[src/rtl/scrb_pkg.sv]
/*
 * Constants, field layouts and carrier types for the sensor configuration register bank.
 * Assumes a 200 MHz clock and a telegram decoder outside that delivers checked command words.
 */
`default_nettype none
package scrb_pkg;
    localparam int unsigned CLK_MHZ   = 200;
    localparam int unsigned T_PROG_MS = 100;
    localparam int unsigned PROG_CYC  = T_PROG_MS * CLK_MHZ * 1000;
    localparam int unsigned CNT_W     = 25;

    localparam int unsigned CMD_W = 3;
    localparam int unsigned ADR_W = 4;
    localparam int unsigned DAT_W = 14;
    localparam int unsigned CRV_W = 9;
    localparam int unsigned CRV_N = 32;

    typedef enum logic [CMD_W-1:0] {
        CMD_READ  = 3'h0, CMD_WRITEL = 3'h1, CMD_WRITEH = 3'h2, CMD_WRITE = 3'h3,
        CMD_PROG  = 3'h4, CMD_ERASE  = 3'h5, CMD_READL  = 3'h6, CMD_READH = 3'h7
    } scrb_cmd_e;

    localparam logic [ADR_W-1:0] ADR_DRIVE  = 4'h1;
    localparam logic [ADR_W-1:0] ADR_SERIAL = 4'h2;
    localparam logic [ADR_W-1:0] ADR_OFFSET = 4'h3;
    localparam logic [ADR_W-1:0] ADR_GAIN   = 4'h4;
    localparam logic [ADR_W-1:0] ADR_CFG    = 4'h5;
    localparam logic [ADR_W-1:0] ADR_PROT   = 4'h6;
    localparam logic [ADR_W-1:0] ADR_VALUE  = 4'h7;
    localparam logic [ADR_W-1:0] ADR_TRIM   = 4'h8;
    localparam logic [ADR_W-1:0] ADR_AUX    = 4'h9;
    localparam logic [ADR_W-1:0] ADR_TCL    = 4'hB;
    localparam logic [ADR_W-1:0] ADR_TCQ    = 4'hC;

    localparam int unsigned DRV_W = 10;
    localparam int unsigned SER_W = 11;
    localparam int unsigned OFS_W = 11;
    localparam int unsigned GAN_W = 14;
    localparam int unsigned CFG_W = 14;
    localparam int unsigned VAL_W = 12;
    localparam int unsigned TRM_W = 5;
    localparam int unsigned AUX_W = 6;
    localparam int unsigned TCL_W = 7;
    localparam int unsigned TCQ_W = 5;

    // Sub-field positions inside the packed words
    localparam int unsigned DRV_SLEW_LSB = 8;
    localparam int unsigned DRV_LOW_LSB  = 3;
    localparam int unsigned CFG_PER_LSB  = 9;
    localparam int unsigned CFG_FMT_LSB  = 6;
    localparam int unsigned CFG_FIL_LSB  = 3;
    localparam int unsigned AUX_SEN_LSB  = 4;
    localparam int unsigned TRM_EN_BIT   = 4;
    localparam int unsigned TCL_MAG_W    = 6;

    typedef struct packed {
        logic [DRV_W-1:0] drive_setup;
        logic [SER_W-1:0] device_serial;
        logic [OFS_W-1:0] output_offset;
        logic [GAN_W-1:0] output_gain;
        logic [CFG_W-1:0] config_word;
        logic             protection_latch;
        logic [TRM_W-1:0] offset_trim;
        logic [AUX_W-1:0] aux_config;
        logic [TCL_W-1:0] temp_coef_linear;
        logic [TCQ_W-1:0] temp_coef_quadratic;
    } scrb_regs_s;

    typedef struct packed {
        logic [1:0] slew_rate;
        logic [4:0] low_current;
        logic [2:0] high_current;
        logic [4:0] period;
        logic [2:0] out_format;
        logic [2:0] filter;
        logic [2:0] mag_range;
        logic       serial_active;
        logic [3:0] bit_time;
        logic       trim_enable;
        logic [3:0] trim_value;
        logic [5:0] tc_linear;
    } scrb_fields_s;

    typedef struct packed {
        logic             ack;
        logic             parity;
        logic [DAT_W-1:0] data;
    } scrb_rsp_s;

    typedef logic [CRV_N-1:0][CRV_W-1:0] scrb_curve_t;
    typedef enum logic [1:0] {ST_LOAD = 2'h0, ST_IDLE = 2'h1, ST_ERASE = 2'h3, ST_PROG = 2'h2} scrb_state_e;
endpackage
`default_nettype wire

[src/rtl/scrb_bank.sv]
/*
 * Register bank of a programmable sensor: working RAM copy, nonvolatile copy, lock and readout.
 * Assumes an outside telegram decoder that presents one checked command per cmd_valid pulse
 * and turns rsp_* into the acknowledge and read telegram. rst models power-up.
 */
// Overview of operation
// RULE1: Drive setup register, 10 bits unsigned, at address 1.
// RULE2: Serial number, 11 bits, address 2, used only in biphase output mode.
// RULE3: Output offset, 11-bit two's complement, at address 3.
// RULE4: Output gain, 14-bit sign and magnitude, at address 4.
// RULE5: Config word at 5: period*512 + format*64 + filter*8 + range.
// RULE6: Write-only protection latch at 6, effective after next power-up.
// RULE7: Read-only 12-bit processed value at address 7.
// RULE8: Offset trim at 8: four low bits two's complement, top bit enables.
// RULE9: Aux config at 9: serial enable*16 plus biphase bit time.
// RULE10: Drive setup packs slew*256 + low current*8 + high current.
// RULE11: Linear temperature coefficient at 11, 7 bits, top bit ignored.
// RULE12: Quadratic temperature coefficient at 12, 5 bits unsigned.
// RULE13: Thirty-two 9-bit setpoints in low and high banks of sixteen.
// RULE14: Writes touch only RAM; reads return the stored nonvolatile copy.
// RULE15: Programmer stores by erase, then program, then read.
// RULE16: Erase and program act on all registers, address ignored.
// RULE17: Programmer may batch writes then issue one erase and program.
// RULE18: Programmer checks acknowledge and parity of every exchange.
// RULE19: Programmer sets the latch last and reads back to confirm.
// RULE20: Write data uses trailing bits, read data leading bits.
// RULE21: Erase command code is 5, program command code is 4.
// RULE22: With protection active, writes, erase and program are ignored.
`default_nettype none
module scrb_bank
    import scrb_pkg::*;
#(
    parameter int unsigned PROG_CYCLES = PROG_CYC
) (
    input  wire logic              clk,
    input  wire logic              rst,
    input  wire logic              nv_blank,
    input  wire logic              cmd_valid,
    input  wire logic [CMD_W-1:0]  cmd_code,
    input  wire logic [ADR_W-1:0]  cmd_addr,
    input  wire logic [DAT_W-1:0]  cmd_data,
    input  wire logic [VAL_W-1:0]  sample_value,
    output var  logic              rsp_valid,
    output var  scrb_rsp_s         rsp,
    output var  logic              busy,
    output var  logic              lock_active,
    output var  scrb_regs_s        settings,
    output var  scrb_fields_s      fields,
    output var  scrb_curve_t       curve_points
);
    scrb_state_e      state_ff;
    scrb_regs_s       ram_ff;
    scrb_regs_s       nv_ff;
    scrb_curve_t      ram_curve_ff;
    scrb_curve_t      nv_curve_ff;
    logic [CNT_W-1:0] prog_cnt_ff;
    logic             lock_ff;
    logic             rsp_valid_ff;
    scrb_rsp_s        rsp_ff;
    scrb_fields_s     fields_ff;
    logic             busy_ff;

    localparam logic [CNT_W-1:0] PROG_LAST = CNT_W'(PROG_CYCLES - 1);

    scrb_cmd_e  cmd;
    logic       idle;
    logic       is_write;
    logic       is_store;
    logic       accept;
    logic       prog_done;
    logic [4:0] crv_idx;
    logic [DAT_W-1:0] nxt_rd_data;

    assign cmd       = scrb_cmd_e'(cmd_code);
    assign idle      = (state_ff == ST_IDLE);
    assign is_write  = (cmd == CMD_WRITE) || (cmd == CMD_WRITEL) || (cmd == CMD_WRITEH);
    assign is_store  = (cmd == CMD_ERASE) || (cmd == CMD_PROG);
    // Locked parts still answer reads so the programmer can confirm the lock
    assign accept    = cmd_valid && idle && !(lock_ff && (is_write || is_store)); // RULE22
    assign prog_done = (prog_cnt_ff == PROG_LAST);
    assign crv_idx   = {cmd == CMD_WRITEH || cmd == CMD_READH, cmd_addr}; // RULE13

    // Power-up loads RAM from the nonvolatile copy; also samples the latch
    always_ff @(posedge clk or posedge rst) begin
        if (rst) begin
            state_ff <= ST_LOAD;
        end else begin
            case (state_ff)
                ST_LOAD: state_ff <= ST_IDLE;
                ST_IDLE: begin
                    if (accept && cmd == CMD_ERASE) begin // RULE21
                        state_ff <= ST_ERASE;
                    end else if (accept && cmd == CMD_PROG) begin // RULE21
                        state_ff <= ST_PROG;
                    end
                end
                ST_ERASE, ST_PROG: begin
                    if (prog_done) begin
                        state_ff <= ST_IDLE;
                    end
                end
                default: state_ff <= ST_IDLE;
            endcase
        end
    end

    always_ff @(posedge clk or posedge rst) begin
        if (rst) begin
            prog_cnt_ff <= '0;
        end else if (state_ff == ST_ERASE || state_ff == ST_PROG) begin
            prog_cnt_ff <= prog_done ? '0 : prog_cnt_ff + 1'b1;
        end else begin
            prog_cnt_ff <= '0;
        end
    end

    always_ff @(posedge clk or posedge rst) begin
        if (rst) begin
            busy_ff <= 1'b0;
        end else begin
            busy_ff <= (state_ff == ST_ERASE || state_ff == ST_PROG) ? !prog_done
                     : (accept && is_store);
        end
    end

    // Lock takes effect only from the copy found at power-up
    always_ff @(posedge clk or posedge rst) begin
        if (rst) begin
            lock_ff <= 1'b0;
        end else if (state_ff == ST_LOAD) begin
            lock_ff <= nv_ff.protection_latch; // RULE6
        end
    end

    // Nonvolatile copy has no reset: it survives power cycles. nv_blank models a virgin part.
    // Erase clears every cell; program can only set bits, hence erase must come first.
    always_ff @(posedge clk) begin
        if (nv_blank) begin
            nv_ff       <= '0;
            nv_curve_ff <= '0;
        end else if (state_ff == ST_ERASE && prog_done) begin // RULE16
            nv_ff       <= '0;
            nv_curve_ff <= '0;
        end else if (state_ff == ST_PROG && prog_done) begin // RULE16
            nv_ff       <= nv_ff | ram_ff;
            nv_curve_ff <= nv_curve_ff | ram_curve_ff;
        end
    end

    // Working RAM copy; writes take the trailing bits of the data field
    always_ff @(posedge clk or posedge rst) begin
        if (rst) begin
            ram_ff <= '0;
        end else if (state_ff == ST_LOAD) begin
            ram_ff <= nv_ff;
        end else if (accept && cmd == CMD_WRITE) begin // RULE14
            case (cmd_addr)
                ADR_DRIVE:  ram_ff.drive_setup         <= cmd_data[DRV_W-1:0]; // RULE1 RULE20
                ADR_SERIAL: ram_ff.device_serial       <= cmd_data[SER_W-1:0]; // RULE2
                ADR_OFFSET: ram_ff.output_offset       <= cmd_data[OFS_W-1:0]; // RULE3
                ADR_GAIN:   ram_ff.output_gain         <= cmd_data[GAN_W-1:0]; // RULE4
                ADR_CFG:    ram_ff.config_word         <= cmd_data[CFG_W-1:0]; // RULE5
                ADR_PROT:   ram_ff.protection_latch    <= cmd_data[0]; // RULE6
                ADR_TRIM:   ram_ff.offset_trim         <= cmd_data[TRM_W-1:0]; // RULE8
                ADR_AUX:    ram_ff.aux_config          <= cmd_data[AUX_W-1:0]; // RULE9
                ADR_TCL:    ram_ff.temp_coef_linear    <= cmd_data[TCL_W-1:0]; // RULE11
                ADR_TCQ:    ram_ff.temp_coef_quadratic <= cmd_data[TCQ_W-1:0]; // RULE12
                default:    ram_ff <= ram_ff; // Readout and unmapped addresses absorb writes
            endcase
        end
    end

    always_ff @(posedge clk or posedge rst) begin
        if (rst) begin
            ram_curve_ff <= '0;
        end else if (state_ff == ST_LOAD) begin
            ram_curve_ff <= nv_curve_ff;
        end else if (accept && (cmd == CMD_WRITEL || cmd == CMD_WRITEH)) begin
            ram_curve_ff[crv_idx] <= cmd_data[CRV_W-1:0]; // RULE13 RULE14
        end
    end

    // Reads come from the stored copy, the readout from sample_value, left-justified in the data field
    always_comb begin
        nxt_rd_data = '0;
        if (cmd == CMD_READL || cmd == CMD_READH) begin
            nxt_rd_data = {nv_curve_ff[crv_idx], {(DAT_W-CRV_W){1'b0}}}; // RULE13 RULE20
        end else begin
            case (cmd_addr)
                ADR_DRIVE:  nxt_rd_data = {nv_ff.drive_setup, {(DAT_W-DRV_W){1'b0}}}; // RULE14 RULE20
                ADR_SERIAL: nxt_rd_data = {nv_ff.device_serial, {(DAT_W-SER_W){1'b0}}};
                ADR_OFFSET: nxt_rd_data = {nv_ff.output_offset, {(DAT_W-OFS_W){1'b0}}};
                ADR_GAIN:   nxt_rd_data = nv_ff.output_gain;
                ADR_CFG:    nxt_rd_data = nv_ff.config_word;
                ADR_VALUE:  nxt_rd_data = {sample_value, {(DAT_W-VAL_W){1'b0}}}; // RULE7
                ADR_TRIM:   nxt_rd_data = {nv_ff.offset_trim, {(DAT_W-TRM_W){1'b0}}};
                ADR_AUX:    nxt_rd_data = {nv_ff.aux_config, {(DAT_W-AUX_W){1'b0}}};
                ADR_TCL:    nxt_rd_data = {nv_ff.temp_coef_linear, {(DAT_W-TCL_W){1'b0}}};
                ADR_TCQ:    nxt_rd_data = {nv_ff.temp_coef_quadratic, {(DAT_W-TCQ_W){1'b0}}};
                default:    nxt_rd_data = '0; // Latch is write-only; unmapped reads zero
            endcase
        end
    end

    // One answer per command: immediate for reads, writes and refused stores, at the end for accepted erase and program
    always_ff @(posedge clk or posedge rst) begin
        if (rst) begin
            rsp_valid_ff <= 1'b0;
            rsp_ff       <= '0;
        end else begin
            rsp_valid_ff <= (cmd_valid && !(idle && accept && is_store))
                         || ((state_ff == ST_ERASE || state_ff == ST_PROG) && prog_done);
            if ((state_ff == ST_ERASE || state_ff == ST_PROG) && prog_done) begin
                rsp_ff <= '{ack: 1'b1, parity: 1'b1, data: '0};
            end else if (cmd_valid && accept && is_store) begin
                rsp_ff <= rsp_ff; // A store answers at its end; the last answer stands until then
            end else if (cmd_valid && accept && !is_write) begin
                rsp_ff <= '{ack: 1'b1, parity: ~^nxt_rd_data, data: nxt_rd_data};
            end else if (cmd_valid) begin
                rsp_ff <= '{ack: accept, parity: 1'b1, data: '0};
            end
        end
    end

    // Decoded settings for the analog and output stages, from the working copy
    always_ff @(posedge clk or posedge rst) begin
        if (rst) begin
            fields_ff <= '0;
        end else begin
            fields_ff.slew_rate     <= ram_ff.drive_setup[DRV_W-1:DRV_SLEW_LSB]; // RULE10
            fields_ff.low_current   <= ram_ff.drive_setup[DRV_SLEW_LSB-1:DRV_LOW_LSB]; // RULE10
            fields_ff.high_current  <= ram_ff.drive_setup[DRV_LOW_LSB-1:0]; // RULE10
            fields_ff.period        <= ram_ff.config_word[CFG_W-1:CFG_PER_LSB]; // RULE5
            fields_ff.out_format    <= ram_ff.config_word[CFG_PER_LSB-1:CFG_FMT_LSB]; // RULE5
            fields_ff.filter        <= ram_ff.config_word[CFG_FMT_LSB-1:CFG_FIL_LSB]; // RULE5
            fields_ff.mag_range     <= ram_ff.config_word[CFG_FIL_LSB-1:0]; // RULE5
            fields_ff.serial_active <= |ram_ff.aux_config[AUX_W-1:AUX_SEN_LSB]; // RULE2 RULE9
            fields_ff.bit_time      <= ram_ff.aux_config[AUX_SEN_LSB-1:0]; // RULE9
            fields_ff.trim_enable   <= ram_ff.offset_trim[TRM_EN_BIT]; // RULE8
            fields_ff.trim_value    <= ram_ff.offset_trim[TRM_EN_BIT-1:0]; // RULE8
            fields_ff.tc_linear     <= ram_ff.temp_coef_linear[TCL_MAG_W-1:0]; // RULE11
        end
    end

    assign rsp_valid    = rsp_valid_ff;
    assign rsp          = rsp_ff;
    assign busy         = busy_ff;
    assign lock_active  = lock_ff;
    assign settings     = ram_ff;
    assign fields       = fields_ff;
    assign curve_points = ram_curve_ff;

    a_write_ram_only: assert property (@(posedge clk) disable iff (rst) // RULE14
        accept && cmd == CMD_WRITE && cmd_addr == ADR_GAIN
        |=> ram_ff.output_gain == $past(cmd_data) && $stable(nv_ff))
        else $error("gain write did not land in RAM only");

    a_lock_blocks_write: assert property (@(posedge clk) disable iff (rst) // RULE22
        lock_ff && cmd_valid && (is_write || is_store)
        |=> $stable(ram_ff) && !busy_ff && rsp_valid_ff && !rsp_ff.ack)
        else $error("locked part accepted a write or store");

    a_erase_clears_all: assert property (@(posedge clk) disable iff (rst || nv_blank) // RULE16
        state_ff == ST_ERASE && prog_done |=> nv_ff == '0 && nv_curve_ff == '0)
        else $error("erase left a stored bit set");

    a_store_code_busy: assert property (@(posedge clk) disable iff (rst) // RULE21
        accept && cmd_code == 3'h4 |=> state_ff == ST_PROG && busy_ff ##1 busy_ff || rsp_valid_ff)
        else $error("program code did not start a store");

    a_read_leading_bits: assert property (@(posedge clk) disable iff (rst) // RULE20
        accept && cmd == CMD_READ && cmd_addr == ADR_TCQ
        |=> rsp_ff.data[DAT_W-TCQ_W-1:0] == '0 && rsp_ff.data[DAT_W-1:DAT_W-TCQ_W] == $past(nv_ff.temp_coef_quadratic))
        else $error("read data not left-justified");

    a_readout_capture: assert property (@(posedge clk) disable iff (rst) // RULE7
        accept && cmd == CMD_READ && cmd_addr == ADR_VALUE
        |=> rsp_valid_ff && rsp_ff.ack && rsp_ff.data[DAT_W-1:DAT_W-VAL_W] == $past(sample_value))
        else $error("readout value not returned");

    a_curve_points_high_bank: assert property (@(posedge clk) disable iff (rst) // RULE13
        accept && cmd == CMD_WRITEH |=> ram_curve_ff[{1'b1, $past(cmd_addr)}] == $past(cmd_data[CRV_W-1:0]))
        else $error("high bank setpoint misplaced");

    a_drive_fields_split: assert property (@(posedge clk) disable iff (rst) // RULE10
        ##1 {fields_ff.slew_rate, fields_ff.low_current, fields_ff.high_current} == $past(ram_ff.drive_setup))
        else $error("drive setup fields split wrongly");

    a_lock_from_power_up: assert property (@(posedge clk) disable iff (rst) // RULE6
        state_ff != ST_LOAD |-> $stable(lock_ff) || $past(state_ff) == ST_LOAD)
        else $error("lock changed without power-up");
endmodule
`default_nettype wire

[config.mk]
export PLATFORM = sky130hd
export DESIGN_NAME = scrb_bank
export DESIGN_NICKNAME = d
export VERILOG_FILES = /design/src/rtl/scrb_pkg.sv /design/src/rtl/scrb_bank.sv
export SDC_FILE = /design/constraint.sdc
export NUM_CORES = 2
export LEC_CHECK = 0
export BUFFER_PORTS_ARGS = -buffer_cell sky130_fd_sc_hd__buf_4
export CAP_MARGIN = 20
export CORE_MARGIN = 2
export CORE_UTILIZATION = 50
export DETAILED_ROUTE_END_ITERATION = 12
export MAX_ROUTING_LAYER = met4
export PLACE_DENSITY = 0.81
export SLEW_MARGIN = 25
export SYNTH_ARGS = -nofsm -noshare
export SYNTH_HDL_FRONTEND = slang
export SYNTH_SLANG_ARGS = --single-unit
[constraint.sdc]
create_clock -name clk -period 13.55 [get_ports clk]
set_input_delay 2.0325 -clock clk [delete_from_list [all_inputs] [get_ports clk]]
set_output_delay 2.0325 -clock clk [all_outputs]
set_load 0.02 [all_outputs]
==> flow_summary.yaml <==
global_routing:
  use_met2: 0.526
  grt.total_usage: 0.345
  grt_start_max_net_pins: 218
  grt_pass1_vias: 27400
  met3_usage: 0.0779
  grt_first_pass_wirelength_um: 177000
  overflow: 0
  grt_use_met1: 0.435
  antenna_found_initial: 5
  busiest_layer: "met2"
logic_synthesis:
  ys_seq_area_frac: 0.564
  synth_area_leaders: "dfrtp_1 34%, dfxtp_1 22%, nand2_1 8.1%"
  synth_seq_cells: 830
  syn_area_um2: 33500
  synthArstFlopShare: 0.552
  yosysTopAreaCellShare: 0.342
  synth-edff-count: 0
  synthDistinctLibCells: 65
  synth_ff_type: "dfrtp_1"
  syn_avg_cell_area_um2: 9.72
  syn_inst: 3451
  synth_nets: 3489
  synth_top_cell_by_area: "dfrtp_1"
  yosysWarningCount: 0
timing:
  fmax_ghz: 0.171
  setup-tns-final_ns: 0
  maxSlewViolCount: 0
  fin_crit_sh: 0.431
  report.final.hold_viol_count: 0
  tightest_slew_ns: 1.32
  holdWs_ns: 0.435
  maxSlewHeadroom: 0.122
  rsz0062_at_grt: "no"
  finalWorstSetupSlack_ns: 7.71
  final.min_clock_period_ns: 5.84
  clock_skew_ns: 0.0264
  final-setup-viol-count: 0
routing:
  drtIter0Drc: 4612
  first_pass_iters: 8
  num_vias: 29700
  drc: 0
  wl_per_cell_um: 25.2
  wl_um: 120000
  vias_per_cell: 6.26
  drtAntennaViolNets: 0
finish:
  multi_input_area_um2: 13600
  areaGrowthSynthToFinish_pct: 20.4
  fillers: 5314
  final_nets: 3840
  drive_gt1_frac: 0.195
  regArea_um2: 18900
critical_path:
  startpoint_type: "input pin"
  rrSetupSlack_ns: 9.09
  end_kind: "flop"
  path_max_fanout: 42
  endpoint: "rsp[14]"
  r2r_start: "prog_cnt_ff[0]"
  crit_type: "in -> reg"
  arrival_ns: 6.37
  startpoint: "cmd_addr[0]"
  r2r_end: "nv_curve_ff[116]"
  worstPathRequired_ns: 14.07
  rr_worst_depth: 11
clocking:
  cts_max_level: 3
  clk-insertion-delay-late_ns: 0.64
  cts-resized-gates: 0
  clock-root-buffer: "clkbuf_16"
  cts_tree: "built"
  clk_path_buf_depth: 3
  clock-sinks: 830
  clkTransAtPathRegs_ns: 0.06
  cts_buffers: 84
  postCtsSetupBuffers: 0
  cts_hold_buf: 0
hold_path:
  min_path_type: "reg -> reg"
placement:
  dpl.hpwl_um: 78400
  dp_slack_ns: 7.09
  port_buffers: 467
  gp_congestion: 0.961
pwr:
  peakVddDrop_uv: 95.6
  power.density_nw_per_um2: 125
  leakage_nw: 18.6
floorplanning:
  ios: 468
  start_util: 0.507
  row_count: 94
  coreArea_um2: 66100
  die_w_um: 263
  die_area_um2: 69100
  dieHeight_um: 263
run:
  maxCapViolCount: 0
status:
  status: "finished, final reports clean"
## cell usage in the layout, fill, tap and decap left out, types with 4 or more instances in the layout
cell type	count
clkbuf_16	85
nand3_1	35
clkbuf_8	22
nand2b_1	6
or2_2	6
buf_12	5
clkinv_2	25
diode_2	6
xor2_1	20
nor2b_1	12
and2_1	6
nand4_1	6
nand2_1	721
nand3b_1	4
buf_4	498
nor3_1	5
inv_1	4
mux2_2	8
a22oi_1	318
inv_6	5
dfxtp_1	372
a211oi_1	5
xnor2_1	11
mux2i_1	97
mux4_2	72
a22o_1	9
nor2_1	473
a31oi_1	4
clkbuf_1	9
dfrtp_1	458
nor3_2	4
bufinv_16	6
o21ai_0	98
and3_1	10
a21oi_1	385
## critical path, stage by stage
cell      delay [ns]
buf_6           0.39
buf_4           0.59
buf_4           0.63
mux4_2          0.57
mux2_2          0.31
o311ai_0        0.62
o31ai_1         0.19
xor2_1          0.19
xnor3_1         0.24
xnor3_1         0.39
o22a_1          0.17
## synth_stat cells (all sizes together) (3+ instances only)
master   count
nand2b       7
buf         37
a22oi      319
xor2        20
mux4        75
mux2         8
a22o         9
o31ai        3
nor2b       12
dfrtp      458
xnor2       12
a2111oi      4
a211oi       5
nand3       36
nor4b        5
nand2      721
and3        10
nand3b       4
and2         6
dfxtp      372
inv          5
or2          6
a31oi        4
nor3         9
o22a         3
mux2i       97
a32o         3
a21oi      385
nor2       475
o21ai       98
nand4        6
a32oi        3
a222oi       3
clkbuf     202
## power by group
part	switching [W]	total, W	internal (W)
Combinational	0.000127	0.000160	0.0000333
Sequential	0.000000485	0.00246	0.00246
Clock	0.00101	0.00241	0.00140
Total	0.00114	0.00503	0.00389
## state kept, by name, indices dropped and copies added, names as in the netlist
name          cells
curve_points    288
nv_ff            84
busy              1
rsp_valid         1
lock_active       1
settings         84
prog_cnt_ff      25
rsp              16
state_ff          2
fields           40
nv_curve_ff     288
## layer usage
layer  part of all wire  vias up  routed length [um]
met4              0.060        0                7160
li1                   -    12700                   -
met3               0.11      402               13700
met5                  0        -                   0
met1               0.37    14500               43900
met2               0.46     2145               54900
## kinds of logic (layout without fill, tap and decap cells)
family          after synthesis  after routing  synth area share
other cells                   0              6                 0
mux                         180            180            0.0824
buf+inv                     245            667            0.0306
flops                       830            830             0.564
simple gates               1311           1311             0.157
fa+ha+maj                     1              1          0.000373
compound gates              850            850             0.156
xor+xnor                     34             34           0.00993
## final cells by class
type,count,area share
well taps,864,0.0268
clock inverters,41,0.0102
multi-input cells,2376,0.337
flip-flops and latches,830,0.468
inverters,6,0.000651
repair buffers,504,0.0954
diodes,6,0.000372
clock buffers,116,0.0610
## worst min path at each step
stage	startpoint	endpoint	slack, ns	depth (start not counted)
after floorplan	nv_ff[23]	lock_active	0.43	2
after global placement	settings[28]	fields[20]	0.42	0
after detailed placement	settings[19]	fields[7]	0.42	0
after CTS	settings[83]	fields[39]	0.43	0
after global routing	settings[83]	fields[39]	0.45	0
final	settings[83]	fields[39]	0.43	0
## per-stage QoR
step	power, W	util	std cells	cell area [um^2]
2_1_floorplan	0.00261	-	3451	33500
3_3_place_gp	0.00267	0.567	4580	37500
3_5_place_dp	0.00267	0.567	4580	37500
4_1_cts	0.00504	0.611	4737	40400
5_1_grt	0.00515	0.611	4742	40400
6_report	0.00503	0.611	4743	40400
Note: power is estimated with default switching activity, not from simulation.
